**config.mk**
```make
export PLATFORM = sky130hd
export DESIGN_NAME = lsbm_top
export DESIGN_NICKNAME = d
export VERILOG_FILES = /design/src/hdl/lsbm_pkg.sv /design/src/hdl/lsbm_stream_if.sv /design/src/hdl/lsbm_fifo2.sv /design/src/hdl/lsbm_skew_reg.sv /design/src/hdl/lsbm_top.sv
export SDC_FILE = /design/constraint.sdc
export NUM_CORES = 1
export LEC_CHECK = 0
export BUFFER_PORTS_ARGS = -buffer_cell sky130_fd_sc_hd__buf_2
export CORE_MARGIN = 2
export CORE_UTILIZATION = 51
export CTS_BUF_LIST = sky130_fd_sc_hd__clkbuf_2
export CTS_CLUSTER_SIZE = 14
export DETAILED_ROUTE_END_ITERATION = 7
export PLACE_DENSITY = 0.9
export SYNTH_ARGS = -nofsm -noshare
export SYNTH_HDL_FRONTEND = slang
export SYNTH_SLANG_ARGS = --single-unit
```
**constraint.sdc**
```tcl
create_clock -name CLK_I -period 2.1 [get_ports CLK_I]
set_clock_uncertainty 0.2 [all_clocks]
set_input_delay 0.105 -clock CLK_I [delete_from_list [all_inputs] [get_ports CLK_I]]
set_output_delay 0.105 -clock CLK_I [all_outputs]
set_load 0.01 [all_outputs]
```
**src/hdl/lsbm_pkg.sv**
```systemverilog
// Constants and types for the bank skew and sample LSB marker block
package lsbm_pkg;
    // Register indices; byte address is four times the index
    localparam logic [8:0] IDX_B4_SKEW_M90 = 9'h143;
    localparam logic [8:0] IDX_B5_SKEW_P0  = 9'h152;
    localparam logic [8:0] IDX_B5_SKEW_M90 = 9'h153;
    localparam logic [8:0] IDX_LSB_CTRL    = 9'h160;
    localparam logic [8:0] IDX_CONFIG      = 9'h170;
    localparam logic [8:0] IDX_STATUS      = 9'h171;

    // Bus address slice
    localparam int ADR_W    = 11;
    localparam int ADR_LO   = 2;
    localparam int REG_W    = 8;
    localparam int SAMPLE_W = 12;
    localparam int NARROW_W = 8;
    localparam int CS_W     = 2;

    // Field positions
    localparam int LSB_CTRL_MARKER_EN = 0;
    localparam int CFG_PHASE_M90      = 0;
    localparam int CFG_NARROW         = 1;
    localparam int CFG_CAL_STATE_EN   = 2;
    localparam int CFG_MARKER_RX_EN   = 3;
    localparam int STAT_OUT_VALID     = 0;
    localparam int STAT_IN_READY      = 1;
    localparam int STAT_MARKER_ACTIVE = 2;
    localparam int STAT_TRIM_LOADED   = 3;

    // Reset values
    localparam logic [REG_W-1:0]    LSB_CTRL_RST = 8'h00;
    localparam logic [REG_W-1:0]    CONFIG_RST   = 8'h00;
    localparam logic [REG_W-1:0]    SKEW_RST     = 8'h00;
    localparam logic [CS_W-1:0]     ILA_CS_VALUE = 2'h0;
    localparam logic [31:0]         WORD_ZERO    = 32'h0000_0000;

    // Sample LSB source
    typedef enum logic [1:0] {
        LSB_SRC_DATA   = 2'b00,
        LSB_SRC_MARKER = 2'b01,
        LSB_SRC_CAL    = 2'b10
    } lsbm_lsb_src_t;
endpackage

```
**src/hdl/lsbm_stream_if.sv**
```systemverilog
// Valid/ready stream carrier between the block's modules
`timescale 1ns/1ps
interface lsbm_stream_if #(parameter int W = 13);
    logic         valid;
    logic         ready;
    logic [W-1:0] data;

    modport tx (output valid, output data, input ready);
    modport rx (input valid, input data, output ready);
endinterface

```
**src/hdl/lsbm_fifo2.sv**
```systemverilog
// Two-entry flip-flop buffer with valid and ready on both sides
`timescale 1ns/1ps
module lsbm_fifo2 #(parameter int W = 13) (
    // Clock and reset
    input  wire logic   clk,
    input  wire logic   rst_n,
    input  wire logic   ce,
    // Streams
    lsbm_stream_if.rx   s_in,
    lsbm_stream_if.tx   s_out
);
    logic [W-1:0] mem_r [2];
    logic [W-1:0] mem_nxt [2];
    logic         wr_ptr_r;
    logic         wr_ptr_nxt;
    logic         rd_ptr_r;
    logic         rd_ptr_nxt;
    logic [1:0]   count_r;
    logic [1:0]   count_nxt;
    logic         push;
    logic         pop;

    assign s_in.ready  = (count_r != 2'h2);
    assign s_out.valid = (count_r != 2'h0);
    assign s_out.data  = mem_r[rd_ptr_r];

    always_comb begin
        push       = s_in.valid && s_in.ready;
        pop        = s_out.valid && s_out.ready;
        mem_nxt    = mem_r;
        wr_ptr_nxt = wr_ptr_r;
        rd_ptr_nxt = rd_ptr_r;
        count_nxt  = count_r;
        if (push) begin
            mem_nxt[wr_ptr_r] = s_in.data;
            wr_ptr_nxt        = ~wr_ptr_r;
        end
        if (pop) begin
            rd_ptr_nxt = ~rd_ptr_r;
        end
        if (push && !pop) begin
            count_nxt = count_r + 2'h1;
        end else if (pop && !push) begin
            count_nxt = count_r - 2'h1;
        end
    end

    always_ff @(posedge clk or negedge rst_n) begin
        if (!rst_n) begin
            mem_r[0] <= '0;
            mem_r[1] <= '0;
            wr_ptr_r <= 1'b0;
            rd_ptr_r <= 1'b0;
            count_r  <= 2'h0;
        end else if (ce) begin
            mem_r    <= mem_nxt;
            wr_ptr_r <= wr_ptr_nxt;
            rd_ptr_r <= rd_ptr_nxt;
            count_r  <= count_nxt;
        end
    end
endmodule

```
**src/hdl/lsbm_skew_reg.sv**
```systemverilog
// One trimmed, software-writable skew register
`timescale 1ns/1ps
module lsbm_skew_reg (
    // Clock and reset
    input  wire logic                        clk,
    input  wire logic                        rst_n,
    input  wire logic                        ce,
    // Trim and write
    input  wire logic                        load_trim,
    input  wire logic [lsbm_pkg::REG_W-1:0]  trim,
    input  wire logic                        wr_en,
    input  wire logic [lsbm_pkg::REG_W-1:0]  wr_data,
    // Value
    output logic      [lsbm_pkg::REG_W-1:0]  q
);
    logic [lsbm_pkg::REG_W-1:0] q_r;
    logic [lsbm_pkg::REG_W-1:0] q_nxt;

    assign q = q_r;

    always_comb begin
        q_nxt = q_r;
        if (load_trim) begin
            q_nxt = trim;
        end else if (wr_en) begin
            q_nxt = wr_data;
        end
    end

    always_ff @(posedge clk or negedge rst_n) begin
        if (!rst_n) begin
            q_r <= lsbm_pkg::SKEW_RST;
        end else if (ce) begin
            q_r <= q_nxt;
        end
    end
endmodule

```
**src/hdl/lsbm_top.sv**
```systemverilog
// Bank skew registers and sample LSB marker insertion with a Wishbone slave
`timescale 1ns/1ps
module lsbm_top (
    // Clock, reset, enable
    input  wire logic                             CLK_I,
    input  wire logic                             RST_N_I,
    input  wire logic                             CE_I,
    // Wishbone slave
    input  wire logic [lsbm_pkg::ADR_W-1:0]       ADR_I,
    input  wire logic [31:0]                      DAT_I,
    output logic      [31:0]                      DAT_O,
    input  wire logic                             WE_I,
    input  wire logic [3:0]                       SEL_I,
    input  wire logic                             CYC_I,
    input  wire logic                             STB_I,
    output logic                                  ACK_O,
    output logic                                  ERR_O,
    // Factory trim values
    input  wire logic [lsbm_pkg::REG_W-1:0]       TRIM_B4_M90_I,
    input  wire logic [lsbm_pkg::REG_W-1:0]       TRIM_B5_P0_I,
    input  wire logic [lsbm_pkg::REG_W-1:0]       TRIM_B5_M90_I,
    // Applied skew values
    output logic      [lsbm_pkg::REG_W-1:0]       SKEW_B4_O,
    output logic                                  SKEW_B4_EN_O,
    output logic      [lsbm_pkg::REG_W-1:0]       SKEW_B5_O,
    // Sample input
    input  wire logic [lsbm_pkg::SAMPLE_W-1:0]    SMP_DATA_I,
    input  wire logic                             SMP_MARKER_I,
    input  wire logic                             SMP_CAL_STATE_I,
    input  wire logic                             SMP_VALID_I,
    output logic                                  SMP_READY_O,
    // Sample output
    output logic      [lsbm_pkg::SAMPLE_W-1:0]    OUT_DATA_O,
    output logic                                  OUT_VALID_O,
    input  wire logic                             OUT_READY_I,
    // Lane alignment control-bit count
    output logic      [lsbm_pkg::CS_W-1:0]        ILA_CS_O
);
    ////////////////////////////////////////////////////////////////////////////
    // Declarations
    logic [lsbm_pkg::REG_W-1:0] lsb_ctrl_r;
    logic [lsbm_pkg::REG_W-1:0] lsb_ctrl_nxt;
    logic [lsbm_pkg::REG_W-1:0] config_r;
    logic [lsbm_pkg::REG_W-1:0] config_nxt;
    logic                       ack_r;
    logic                       ack_nxt;
    logic                       err_r;
    logic                       err_nxt;
    logic [31:0]                dat_r;
    logic [31:0]                dat_nxt;
    logic                       trim_load_r;
    logic                       trim_load_nxt;
    logic                       trim_done_r;
    logic                       trim_done_nxt;
    logic [8:0]                 idx;
    logic                       req;
    logic                       hit;
    logic                       wr_commit;
    logic                       wr_b4_m90;
    logic                       wr_b5_p0;
    logic                       wr_b5_m90;
    logic [lsbm_pkg::REG_W-1:0] b4_m90_q;
    logic [lsbm_pkg::REG_W-1:0] b5_p0_q;
    logic [lsbm_pkg::REG_W-1:0] b5_m90_q;
    logic [lsbm_pkg::REG_W-1:0] rd_val;
    logic [lsbm_pkg::REG_W-1:0] status;
    logic                       phase_m90;
    logic                       narrow;
    logic                       marker_on;
    logic                       cal_on;
    lsbm_pkg::lsbm_lsb_src_t    lsb_src;
    logic                       lsb_bit;
    logic [lsbm_pkg::SAMPLE_W-1:0] framed;

    lsbm_stream_if #(.W(lsbm_pkg::SAMPLE_W)) s_in ();
    lsbm_stream_if #(.W(lsbm_pkg::SAMPLE_W)) s_out ();

    ////////////////////////////////////////////////////////////////////////////
    // Bus decode
    assign idx       = ADR_I[lsbm_pkg::ADR_W-1:lsbm_pkg::ADR_LO];
    assign req       = CYC_I && STB_I;
    assign hit       = (idx == lsbm_pkg::IDX_B4_SKEW_M90) || (idx == lsbm_pkg::IDX_B5_SKEW_P0)
                    || (idx == lsbm_pkg::IDX_B5_SKEW_M90) || (idx == lsbm_pkg::IDX_LSB_CTRL)
                    || (idx == lsbm_pkg::IDX_CONFIG) || (idx == lsbm_pkg::IDX_STATUS);
    // Write commits at the edge where the master sees ack
    assign wr_commit = req && WE_I && ack_r && SEL_I[0] && !trim_load_r;
    assign wr_b4_m90 = wr_commit && (idx == lsbm_pkg::IDX_B4_SKEW_M90);
    assign wr_b5_p0  = wr_commit && (idx == lsbm_pkg::IDX_B5_SKEW_P0);
    assign wr_b5_m90 = wr_commit && (idx == lsbm_pkg::IDX_B5_SKEW_M90);

    assign status = {4'h0, trim_done_r, marker_on, s_in.ready, s_out.valid};

    always_comb begin
        unique case (idx)
            lsbm_pkg::IDX_B4_SKEW_M90: rd_val = b4_m90_q;
            lsbm_pkg::IDX_B5_SKEW_P0:  rd_val = b5_p0_q;
            lsbm_pkg::IDX_B5_SKEW_M90: rd_val = b5_m90_q;
            lsbm_pkg::IDX_LSB_CTRL:    rd_val = lsb_ctrl_r;
            lsbm_pkg::IDX_CONFIG:      rd_val = config_r;
            lsbm_pkg::IDX_STATUS:      rd_val = status;
            default:                   rd_val = '0;
        endcase
    end

    ////////////////////////////////////////////////////////////////////////////
    // Bus answer and control registers
    always_comb begin
        ack_nxt       = 1'b0;
        err_nxt       = 1'b0;
        dat_nxt       = dat_r;
        lsb_ctrl_nxt  = lsb_ctrl_r;
        config_nxt    = config_r;
        trim_load_nxt = 1'b0;
        trim_done_nxt = trim_done_r || trim_load_r;
        if (req && !ack_r && !err_r) begin
            ack_nxt = hit;
            err_nxt = !hit;
            dat_nxt = {24'h00_0000, rd_val};
        end
        if (wr_commit && idx == lsbm_pkg::IDX_LSB_CTRL) begin
            lsb_ctrl_nxt = DAT_I[lsbm_pkg::REG_W-1:0];
        end
        if (wr_commit && idx == lsbm_pkg::IDX_CONFIG) begin
            config_nxt = DAT_I[lsbm_pkg::REG_W-1:0];
        end
    end

    always_ff @(posedge CLK_I or negedge RST_N_I) begin
        if (!RST_N_I) begin
            ack_r       <= 1'b0;
            err_r       <= 1'b0;
            dat_r       <= lsbm_pkg::WORD_ZERO;
            lsb_ctrl_r  <= lsbm_pkg::LSB_CTRL_RST;
            config_r    <= lsbm_pkg::CONFIG_RST;
            trim_load_r <= 1'b1;
            trim_done_r <= 1'b0;
        end else if (CE_I) begin
            ack_r       <= ack_nxt;
            err_r       <= err_nxt;
            dat_r       <= dat_nxt;
            lsb_ctrl_r  <= lsb_ctrl_nxt;
            config_r    <= config_nxt;
            trim_load_r <= trim_load_nxt;
            trim_done_r <= trim_done_nxt;
        end
    end

    assign ACK_O = ack_r;
    assign ERR_O = err_r;
    assign DAT_O = dat_r;

    ////////////////////////////////////////////////////////////////////////////
    // Skew registers and phase selection
    lsbm_skew_reg u_b4_m90 (
        .clk       (CLK_I),
        .rst_n     (RST_N_I),
        .ce        (CE_I),
        .load_trim (trim_load_r),
        .trim      (TRIM_B4_M90_I),
        .wr_en     (wr_b4_m90),
        .wr_data   (DAT_I[lsbm_pkg::REG_W-1:0]),
        .q         (b4_m90_q)
    );

    lsbm_skew_reg u_b5_p0 (
        .clk       (CLK_I),
        .rst_n     (RST_N_I),
        .ce        (CE_I),
        .load_trim (trim_load_r),
        .trim      (TRIM_B5_P0_I),
        .wr_en     (wr_b5_p0),
        .wr_data   (DAT_I[lsbm_pkg::REG_W-1:0]),
        .q         (b5_p0_q)
    );

    lsbm_skew_reg u_b5_m90 (
        .clk       (CLK_I),
        .rst_n     (RST_N_I),
        .ce        (CE_I),
        .load_trim (trim_load_r),
        .trim      (TRIM_B5_M90_I),
        .wr_en     (wr_b5_m90),
        .wr_data   (DAT_I[lsbm_pkg::REG_W-1:0]),
        .q         (b5_m90_q)
    );

    assign phase_m90    = config_r[lsbm_pkg::CFG_PHASE_M90];
    assign SKEW_B4_EN_O = phase_m90;
    assign SKEW_B4_O    = phase_m90 ? b4_m90_q : lsbm_pkg::SKEW_RST;
    assign SKEW_B5_O    = phase_m90 ? b5_m90_q : b5_p0_q;

    ////////////////////////////////////////////////////////////////////////////
    // LSB source selection and sample framing
    assign narrow    = config_r[lsbm_pkg::CFG_NARROW];
    // Marker honoured only with its input receiver enabled
    assign marker_on = lsb_ctrl_r[lsbm_pkg::LSB_CTRL_MARKER_EN]
                    && config_r[lsbm_pkg::CFG_MARKER_RX_EN];
    assign cal_on    = config_r[lsbm_pkg::CFG_CAL_STATE_EN];

    always_comb begin
        if (marker_on) begin
            lsb_src = lsbm_pkg::LSB_SRC_MARKER;
        end else if (cal_on) begin
            lsb_src = lsbm_pkg::LSB_SRC_CAL;
        end else begin
            lsb_src = lsbm_pkg::LSB_SRC_DATA;
        end
        unique case (lsb_src)
            lsbm_pkg::LSB_SRC_MARKER: lsb_bit = SMP_MARKER_I;
            lsbm_pkg::LSB_SRC_CAL:    lsb_bit = SMP_CAL_STATE_I;
            lsbm_pkg::LSB_SRC_DATA:   lsb_bit = SMP_DATA_I[0];
            default:                  lsb_bit = SMP_DATA_I[0];
        endcase
        framed = {SMP_DATA_I[lsbm_pkg::SAMPLE_W-1:1], lsb_bit};
        if (narrow) begin
            framed = {{(lsbm_pkg::SAMPLE_W-lsbm_pkg::NARROW_W){1'b0}},
                      SMP_DATA_I[lsbm_pkg::NARROW_W-1:1], lsb_bit};
        end
    end

    // Marker rides in the same word as its sample through the buffer
    assign s_in.valid  = SMP_VALID_I;
    assign s_in.data   = framed;
    assign SMP_READY_O = s_in.ready;

    lsbm_fifo2 #(.W(lsbm_pkg::SAMPLE_W)) u_buf (
        .clk   (CLK_I),
        .rst_n (RST_N_I),
        .ce    (CE_I),
        .s_in  (s_in),
        .s_out (s_out)
    );

    assign OUT_VALID_O = s_out.valid;
    assign OUT_DATA_O  = s_out.data;
    assign s_out.ready = OUT_READY_I;

    assign ILA_CS_O = lsbm_pkg::ILA_CS_VALUE;
endmodule

```
; After elaboration in Yosys (flattened, before gate mapping)
; Cells that the tools add are included.
[classes]
add_sub_neg = 2
order_cmp = 3
n_eq_ne = 9
mux = 23
bitwise = 4
reduce_logical = 44
[ops]
columns = operator, count
row1 = 8-bit 2-to-1 mux, 8
row2 = 12-bit 2-to-1 mux, 5
row3 = "9-bit equality test, second input constant", 6
row4 = 8-bit case mux with 6 select lines, 1
row5 = 24-bit bitwise mux, 1
row6 = 1-bit logical AND, 18
row7 = 2-bit AND reduction, 9
row8 = 12-bit demux with 1-bit select, 1
row9 = 2-bit nonzero test, 5
row10 = 2-bit 2-to-1 mux, 4
row11 = 1-bit logical NOT, 6
row12 = 1-bit logical OR, 6
row13 = "2-bit >= comparator, second input constant", 2
row14 = 1-bit NOT with 2-bit output, 2
row15 = "2-bit by 1-bit adder with 2-bit output, second input constant", 1
row16 = "2-bit by 1-bit equality test with 1-bit output, second input constant", 1
row17 = "2-bit equality test, second input constant", 1
row18 = "2-bit by 1-bit < comparator with 1-bit output, second input constant", 1
row19 = 1-bit 2-to-1 mux, 2
row20 = "2-bit != test, second input constant", 1
row21 = 1-bit NOT, 2
row22 = 1-bit case mux with 2 select lines, 1
row23 = "2-bit by 1-bit subtractor with 2-bit output, second input constant", 1
[word_totals]
ff_bits = 80
in_bits = 93
elab_cells = 100

; Depth between registers and ports, before layout
[logic_depth]
depth_word = 8
mapped_depth = 7
ltp_nobuf = 7

; Hierarchy
; From an unflattened synthesis, not the netlist that was laid out.
[unflattened]
cells_unflattened = 406
area_unflattened_um2 = 4554.4
[modules_own_cells]
columns = module, instances, cells_per_inst, area_each_um2
row1 = lsbm_top, 1, 203, 1955.6
row2 = lsbm_fifo2, 1, 83, 1360.1
row3 = lsbm_skew_reg, 3, 40, 412.9

; Least setup slack after synthesis
; No wires, ideal clock.
[synth_path]
path_type = register to register
start = register u_buf.count_r[0]
end = register u_buf.count_r[1]
setup_ns = 0.079
t_arrival_ns = 1.516
required_time_ns = 1.821
setup_slack_ns = 0.305
stages_incl_launch_ff = 7
cell_sequence = dfrtp_1 nand2b_1 and2_1 ha_1 nand2b_1 nor2_1 xor2_1
[synth_via]
elab_chain_cells = 6
elab_cells_between_ends = 14
classes_between = 2 x add/sub / 1 x eq/ne / 2 x mux / 9 x reduce/logical
[synth_lines]
columns = element, line
row1 = from (decl), lsbm_fifo2.sv:18  ; logic [1:0] count_r;
row2 = from (signal assigned), lsbm_fifo2.sv:59  ; count_r <= count_nxt;
row3 = 2-bit != test *, lsbm_fifo2.sv:23  ; assign s_in.ready = (count_r != 2'h2);
row4 = via SMP_READY_O, lsbm_top.sv:31  ; output logic SMP_READY_O,
row5 = 1-bit logical AND *, lsbm_fifo2.sv:28  ; push = s_in.valid && s_in.ready;
row6 = 1-bit logical NOT, lsbm_fifo2.sv:43  ; end else if (pop && !push) begin
row7 = 1-bit logical AND, lsbm_fifo2.sv:43
row8 = 2-bit nonzero test (no source line), --
row9 = 2-bit AND reduction (no source line), --
; Mark *: on every way through the listed nets, which the timed path passes. The rest lies on a longest branch. The select of a mux whose other input is x is not followed.
; A chain may end at the register's enable or synchronous reset.

; Worst setup path in the final report
[layout_path]
start = register u_buf.rd_ptr_r
end = output port OUT_DATA_O[4] (netlist bit)
[layout_via]
elab_chain_cells = 4
[layout_lines]
columns = element, line
row1 = from (decl), lsbm_fifo2.sv:16  ; logic rd_ptr_r;
row2 = from (signal assigned), lsbm_fifo2.sv:58  ; rd_ptr_r <= rd_ptr_nxt;
row3 = 1-bit NOT with 2-bit output (implied by the code), lsbm_fifo2.sv:25  ; assign s_out.data = mem_r[rd_ptr_r];
row4 = 12-bit 2-to-1 mux (implied by the code) (3 in series), lsbm_fifo2.sv:25
row5 = to (decl), lsbm_top.sv:33  ; output logic [lsbm_pkg::SAMPLE_W-1:0] OUT_DATA_O,
; No other way between the ends. The select of a mux whose other input is x is not followed.

==> results by stage <==
Cells and area:
- The number of nets in the layout is 678.
- The area taken by flip-flops and latches is between 2000 and 2500 µm².
- The area overhead of the layout relative to synthesis is 32.9%.
- Counting the fill cells in the layout gives roughly 540.
- The repair_antennas step left the layout with diodes totalling 0.
- The filler-free cell count of the finished design is approximately 700.
- The fraction of final layout cells with drive strength greater than 1 is roughly a third.
- The area taken by multi-input logic gates is between 2000 and 2500 µm².

Global route:
- The first global-routing pass estimated a little under 20 mm of wire.
- The total overflow left after global routing is 0.
- The global-route usage over all layers is about 28%.
- The number of antenna violations at the first check in global routing is 0.
- Entering global routing, the biggest net connects 43 pins.
- The number of global-route vias before repair is between 3k and 4k.

Routing:
- In the routed design, unresolved DRC markers number 0.
- The final wirelength is around 12 mm.
- The detail route stage leaves a number of antenna-violating nets equal to 0.
- In the final routed layout, each cell accounts on average for around 18 µm.
- The ratio of routed vias to standard cells is between 5 and 6.
- Across all layers, the routed design uses roughly 3.8k vias.
- Before antenna repair, the detailed router went through 5 iterations.
- The detailed router finished its first iteration with 298 violations.

Power:
- The relative contribution of the clock network to total power is between 20% and 30%.
- In this run the power spent charging and discharging nets is approximately 1.4 mW.
- For this design the ratio of total power to cell area is about 770 nW/µm².
- Summed over all cells, the static leakage comes to 2.78 nW.
- Net switching is 32.8% of the power.
- The largest vdd supply drop is 0.000383 V.
- Registers are responsible for between 40% and 50% of the overall power.
- The overall power of the completed layout is ~4.3 mW.
- Internal power comes to between 2 and 3 mW.
- Combinational logic burns a little under a third of the power.

Die:
- The die covers 9080 µm².
- The floorplan has 33 rows.
- In this run the standard cell core region covers around 8100 µm².
- The die span in y is ~95 µm.
- From left edge to right edge, the die measures approximately 95 µm.
- The number of placed I/O pins is 160.
- The starting utilization of the core area is 52.3%.

Critical path:
- The gate family responsible for the most delay along the worst path is flip-flops.
- The library cell contributing the largest single delay on the critical path is dfrtp_2.
- The critical path contains buffers and inverters numbering 2 combined.
- Data on the critical path is required at its endpoint by ~1.8 ns.
- Along the worst path, the maximum fanout reaches 6.
- STA classifies the critical path startpoint as a flip-flop.
- The data arrival time of the critical path is between 1.5 and 2 ns.
- The delay of the slowest critical-path stage is 0.45 ns.
- The endpoint type of the worst setup path is an output port.
- The critical path in this run is classified as flip-flop to output port.
- Walking the worst path, the cells encountered are clkbuf_4 > mux2_2 > buf_2.

Placement:
- The minimum setup slack after placement is 0.185 ns.
- The count of buffers inserted at the top-level ports is about 100.
- The sum of net half-perimeters after detailed placement is about 7.4 mm.
- The congestion estimate from routability-driven global placement came to 0.956.
- The placed cell count is slightly above 600.

Yosys:
- The sequential-to-total area share from yosys stat is between 40% and 50%.
- The number of library cell types mapped by synthesis is 49.
- Ranked by total cell area, the synthesized netlist is headed by dfrtp_1 (47%), mux2_2 (12%), buf_4 (4.8%), a21oi_1 (4.2%), nand2_1 (3.5%).
- Yosys mapped a number of flops with a built-in enable equal to 0.
- The cell type with the highest aggregate area in the netlist is dfrtp_1.
- The top cell type by area accounts for 46.5% of the synthesized area.
- Sorting the synthesized cells by how often they occur yields dfrtp_1 (79), mux2_2 (45), nand2_1 (40).
- The average instance area after synthesis is 10.3 µm².
- The cell area after technology mapping is around 4300 µm².
- The flip-flop and latch count after synthesis is 80.
- Counting every instance in the synthesized netlist gives about 400.
- The dominant register cell in the synthesized netlist is dfrtp_1.
- Of all flip-flops after synthesis, the portion carrying an async set or reset was between 90% and 100%.
- The number of synthesis warnings is 0.
- In the post-synthesis netlist, the cell with the most instances is dfrtp_1.

Timing:
- At the pin with the least slew margin, the transition time is between 0.5 and 0.6 ns.
- The final period utilization is 95.3%.
- The final-report max-slew violation count was 0.
- Headroom to the max-slew limit came out at between 60% and 70%.
- Setup violations remaining at the end of the flow were counted as 0.
- The maximum clock frequency is 0.500 GHz.
- Setup slack closes at 0.0980 ns.
- The final hold violation count is 0.
- The final critical delay including setup and external delays is between 2 and 2.5 ns.

Clocking:
- The clock latency reported for the late side of the worst-skew pair is approximately 0.55 ns.
- The longest clock path from root to sink contains 2 buffers.
- The level count of the clock H-tree is 3.
- After clock tree synthesis, the clock-pin slew on the worst setup and hold paths is approximately 0.27 ns.
- CTS placed an instance of clkbuf_2 at the clock tree root.
- Clock tree synthesis found a total of 80 sinks.
- The CTS tree is done.
- The number of buffers created by CTS is 9.

Min path:
- The classification of the worst-slack hold path is input pin to flip-flop.

Outcome:
- The flow ran to the end, and the final reports show no timing, DRC or antenna violations.

Flow run:
- Across the run, the number of max-cap violations was 0.
-- state kept, by name, summed over array words and instances, names as in the netlist, 2 cells and up --
register	count
u_buf.mem_r	24
u_b5_p0.q	8
lsb_ctrl_r	8
config_r	8
u_b5_m90.q	8
u_buf.count_r	2
u_b4_m90.q	8
DAT_O	8
-- tightest hold or removal path: cells and delay by family --
kind,cells,cell delay [ns]
buffers and inverters,1,0.10
multiplexers,1,0.17
AND/OR/NAND/NOR,3,0.41
-- worst paths after layout --
check	endpoint	slack, ns	startpoint	depth (start not counted)
setup / recovery	OUT_DATA_O[4]	0.1	u_buf.rd_ptr_r$_DFFE_PN0P_	3
hold / removal	lsb_ctrl_r[6]$_DFFE_PN0P_	0.06	WE_I	5
setup reg to reg	u_buf.count_r[1]$_DFFE_PN0P_	0.17	u_buf.count_r[0]$_DFFE_PN0P_	6
hold reg to reg	DAT_O[2]$_DFFE_PN0P_	0.31	DAT_O[2]$_DFFE_PN0P_	1
max in group asynchronous	trim_load_r$_DFFE_PN1P_	1.08	RST_N_I	4
min in group asynchronous	u_buf.wr_ptr_r$_DFFE_PN0P_	0.35	RST_N_I	4
-- cells by family (layout without fill, tap and decap cells) --
| kind of cell | after synthesis | after routing | share of synthesized area [%] |
|---|---|---|---|
| mux | 63 | 63 | 16.4 |
| xor+xnor | 4 | 4 | 0.824 |
| buf+inv | 52 | 205 | 7.57 |
| flops | 80 | 80 | 47.1 |
| compound gates | 96 | 96 | 13.6 |
| fa+ha+maj | 1 | 1 | 0.294 |
| other cells | 1 | 26 | 0.0882 |
| simple gates | 114 | 114 | 14.1 |
-- cell type report --
type	instances	area share, %
clock buffer	9	0.798
sequential	80	35.6
tap	105	2.33
inverter	5	0.332
clock inverter	7	1.91
multi-input combinational	304	35.8
timing repair buffer	184	23.2
-- cells in the final DEF (no fill, tap or decap), types with 2 or more instances in the layout --
| cell | Yosys | layout |
|---|---|---|
| mux2_1 | 9 | 9 |
| xor2_1 | 2 | 2 |
| xnor2_1 | 2 | 2 |
| o22ai_1 | 3 | 3 |
| nand3_1 | 9 | 8 |
| o31a_1 | 3 | 3 |
| and2_1 | 12 | 12 |
| nor2_1 | 17 | 17 |
| or2_1 | 2 | 2 |
| a21o_1 | 2 | 2 |
| buf_12 | 0 | 2 |
| o21ai_1 | 15 | 15 |
| bufinv_16 | 0 | 2 |
| o21ai_2 | 2 | 2 |
| nor3_1 | 3 | 3 |
| a22o_1 | 4 | 4 |
| nand3_2 | 2 | 3 |
| mux2_2 | 45 | 45 |
| and3_1 | 2 | 2 |
| dlygate4sd3_1 | 0 | 64 |
| a21oi_1 | 36 | 36 |
| nand2_1 | 40 | 40 |
| clkbuf_2 | 0 | 9 |
| a22oi_1 | 6 | 6 |
| inv_1 | 5 | 5 |
| nand2b_1 | 7 | 7 |
| buf_4 | 27 | 13 |
| o21ai_0 | 19 | 19 |
| inv_8 | 0 | 2 |
| inv_6 | 0 | 2 |
| buf_2 | 8 | 103 |
| mux2i_1 | 9 | 9 |
| dfrtp_1 | 79 | 77 |
| nor2b_1 | 11 | 11 |
| conb_1 | 1 | 26 |
-- routing by layer --
metal,global-route usage (%),share of wire [%],vias up
met5,0,0,-
met4,10.5,2.9,0
met3,6.17,7.2,41
met2,46.8,51,221
met1,35.8,39,1844
li1,-,-,1741
-- power groups by stage --
| stage | sequential, mW | clock (mW) | combinational, mW |
|---|---|---|---|
| final | 1.97 | 1.04 | 1.32 |
| after global routing | 2.00 | 1.13 | 1.44 |
| after CTS | 2.00 | 1.04 | 1.21 |
| after detailed placement | 2.03 | 0 | 1.11 |
| after global placement | 2.00 | 0 | 1.07 |
| after floorplan | 1.94 | 0 | 0.793 |
-- per-stage QoR --
step / TNS, ns / hold slack [ns] / utilization, % / instance area, µm²
after global routing: -0.00592 / 0.0185 / 69.4 / 5650
after global placement: 0 / -0.0872 / 58.9 / 4790
final: 0 / 0.0614 / 69.4 / 5650
after detailed placement: 0 / -0.0892 / 58.9 / 4790
after floorplan: 0 / -0.391 / - / 4340
after CTS: 0 / 0.000208 / 68.7 / 5590
-- repair_timing --
item | in CTS | in global routing
hold buffers | 63 | 2
endpoints found under the setup margin | 20 | 24
endpoints found under the hold margin | 160 | 2
buffers inserted | 0 | 4
gates resized for setup | 2 | 3
(Power assumes the default switching activity.)
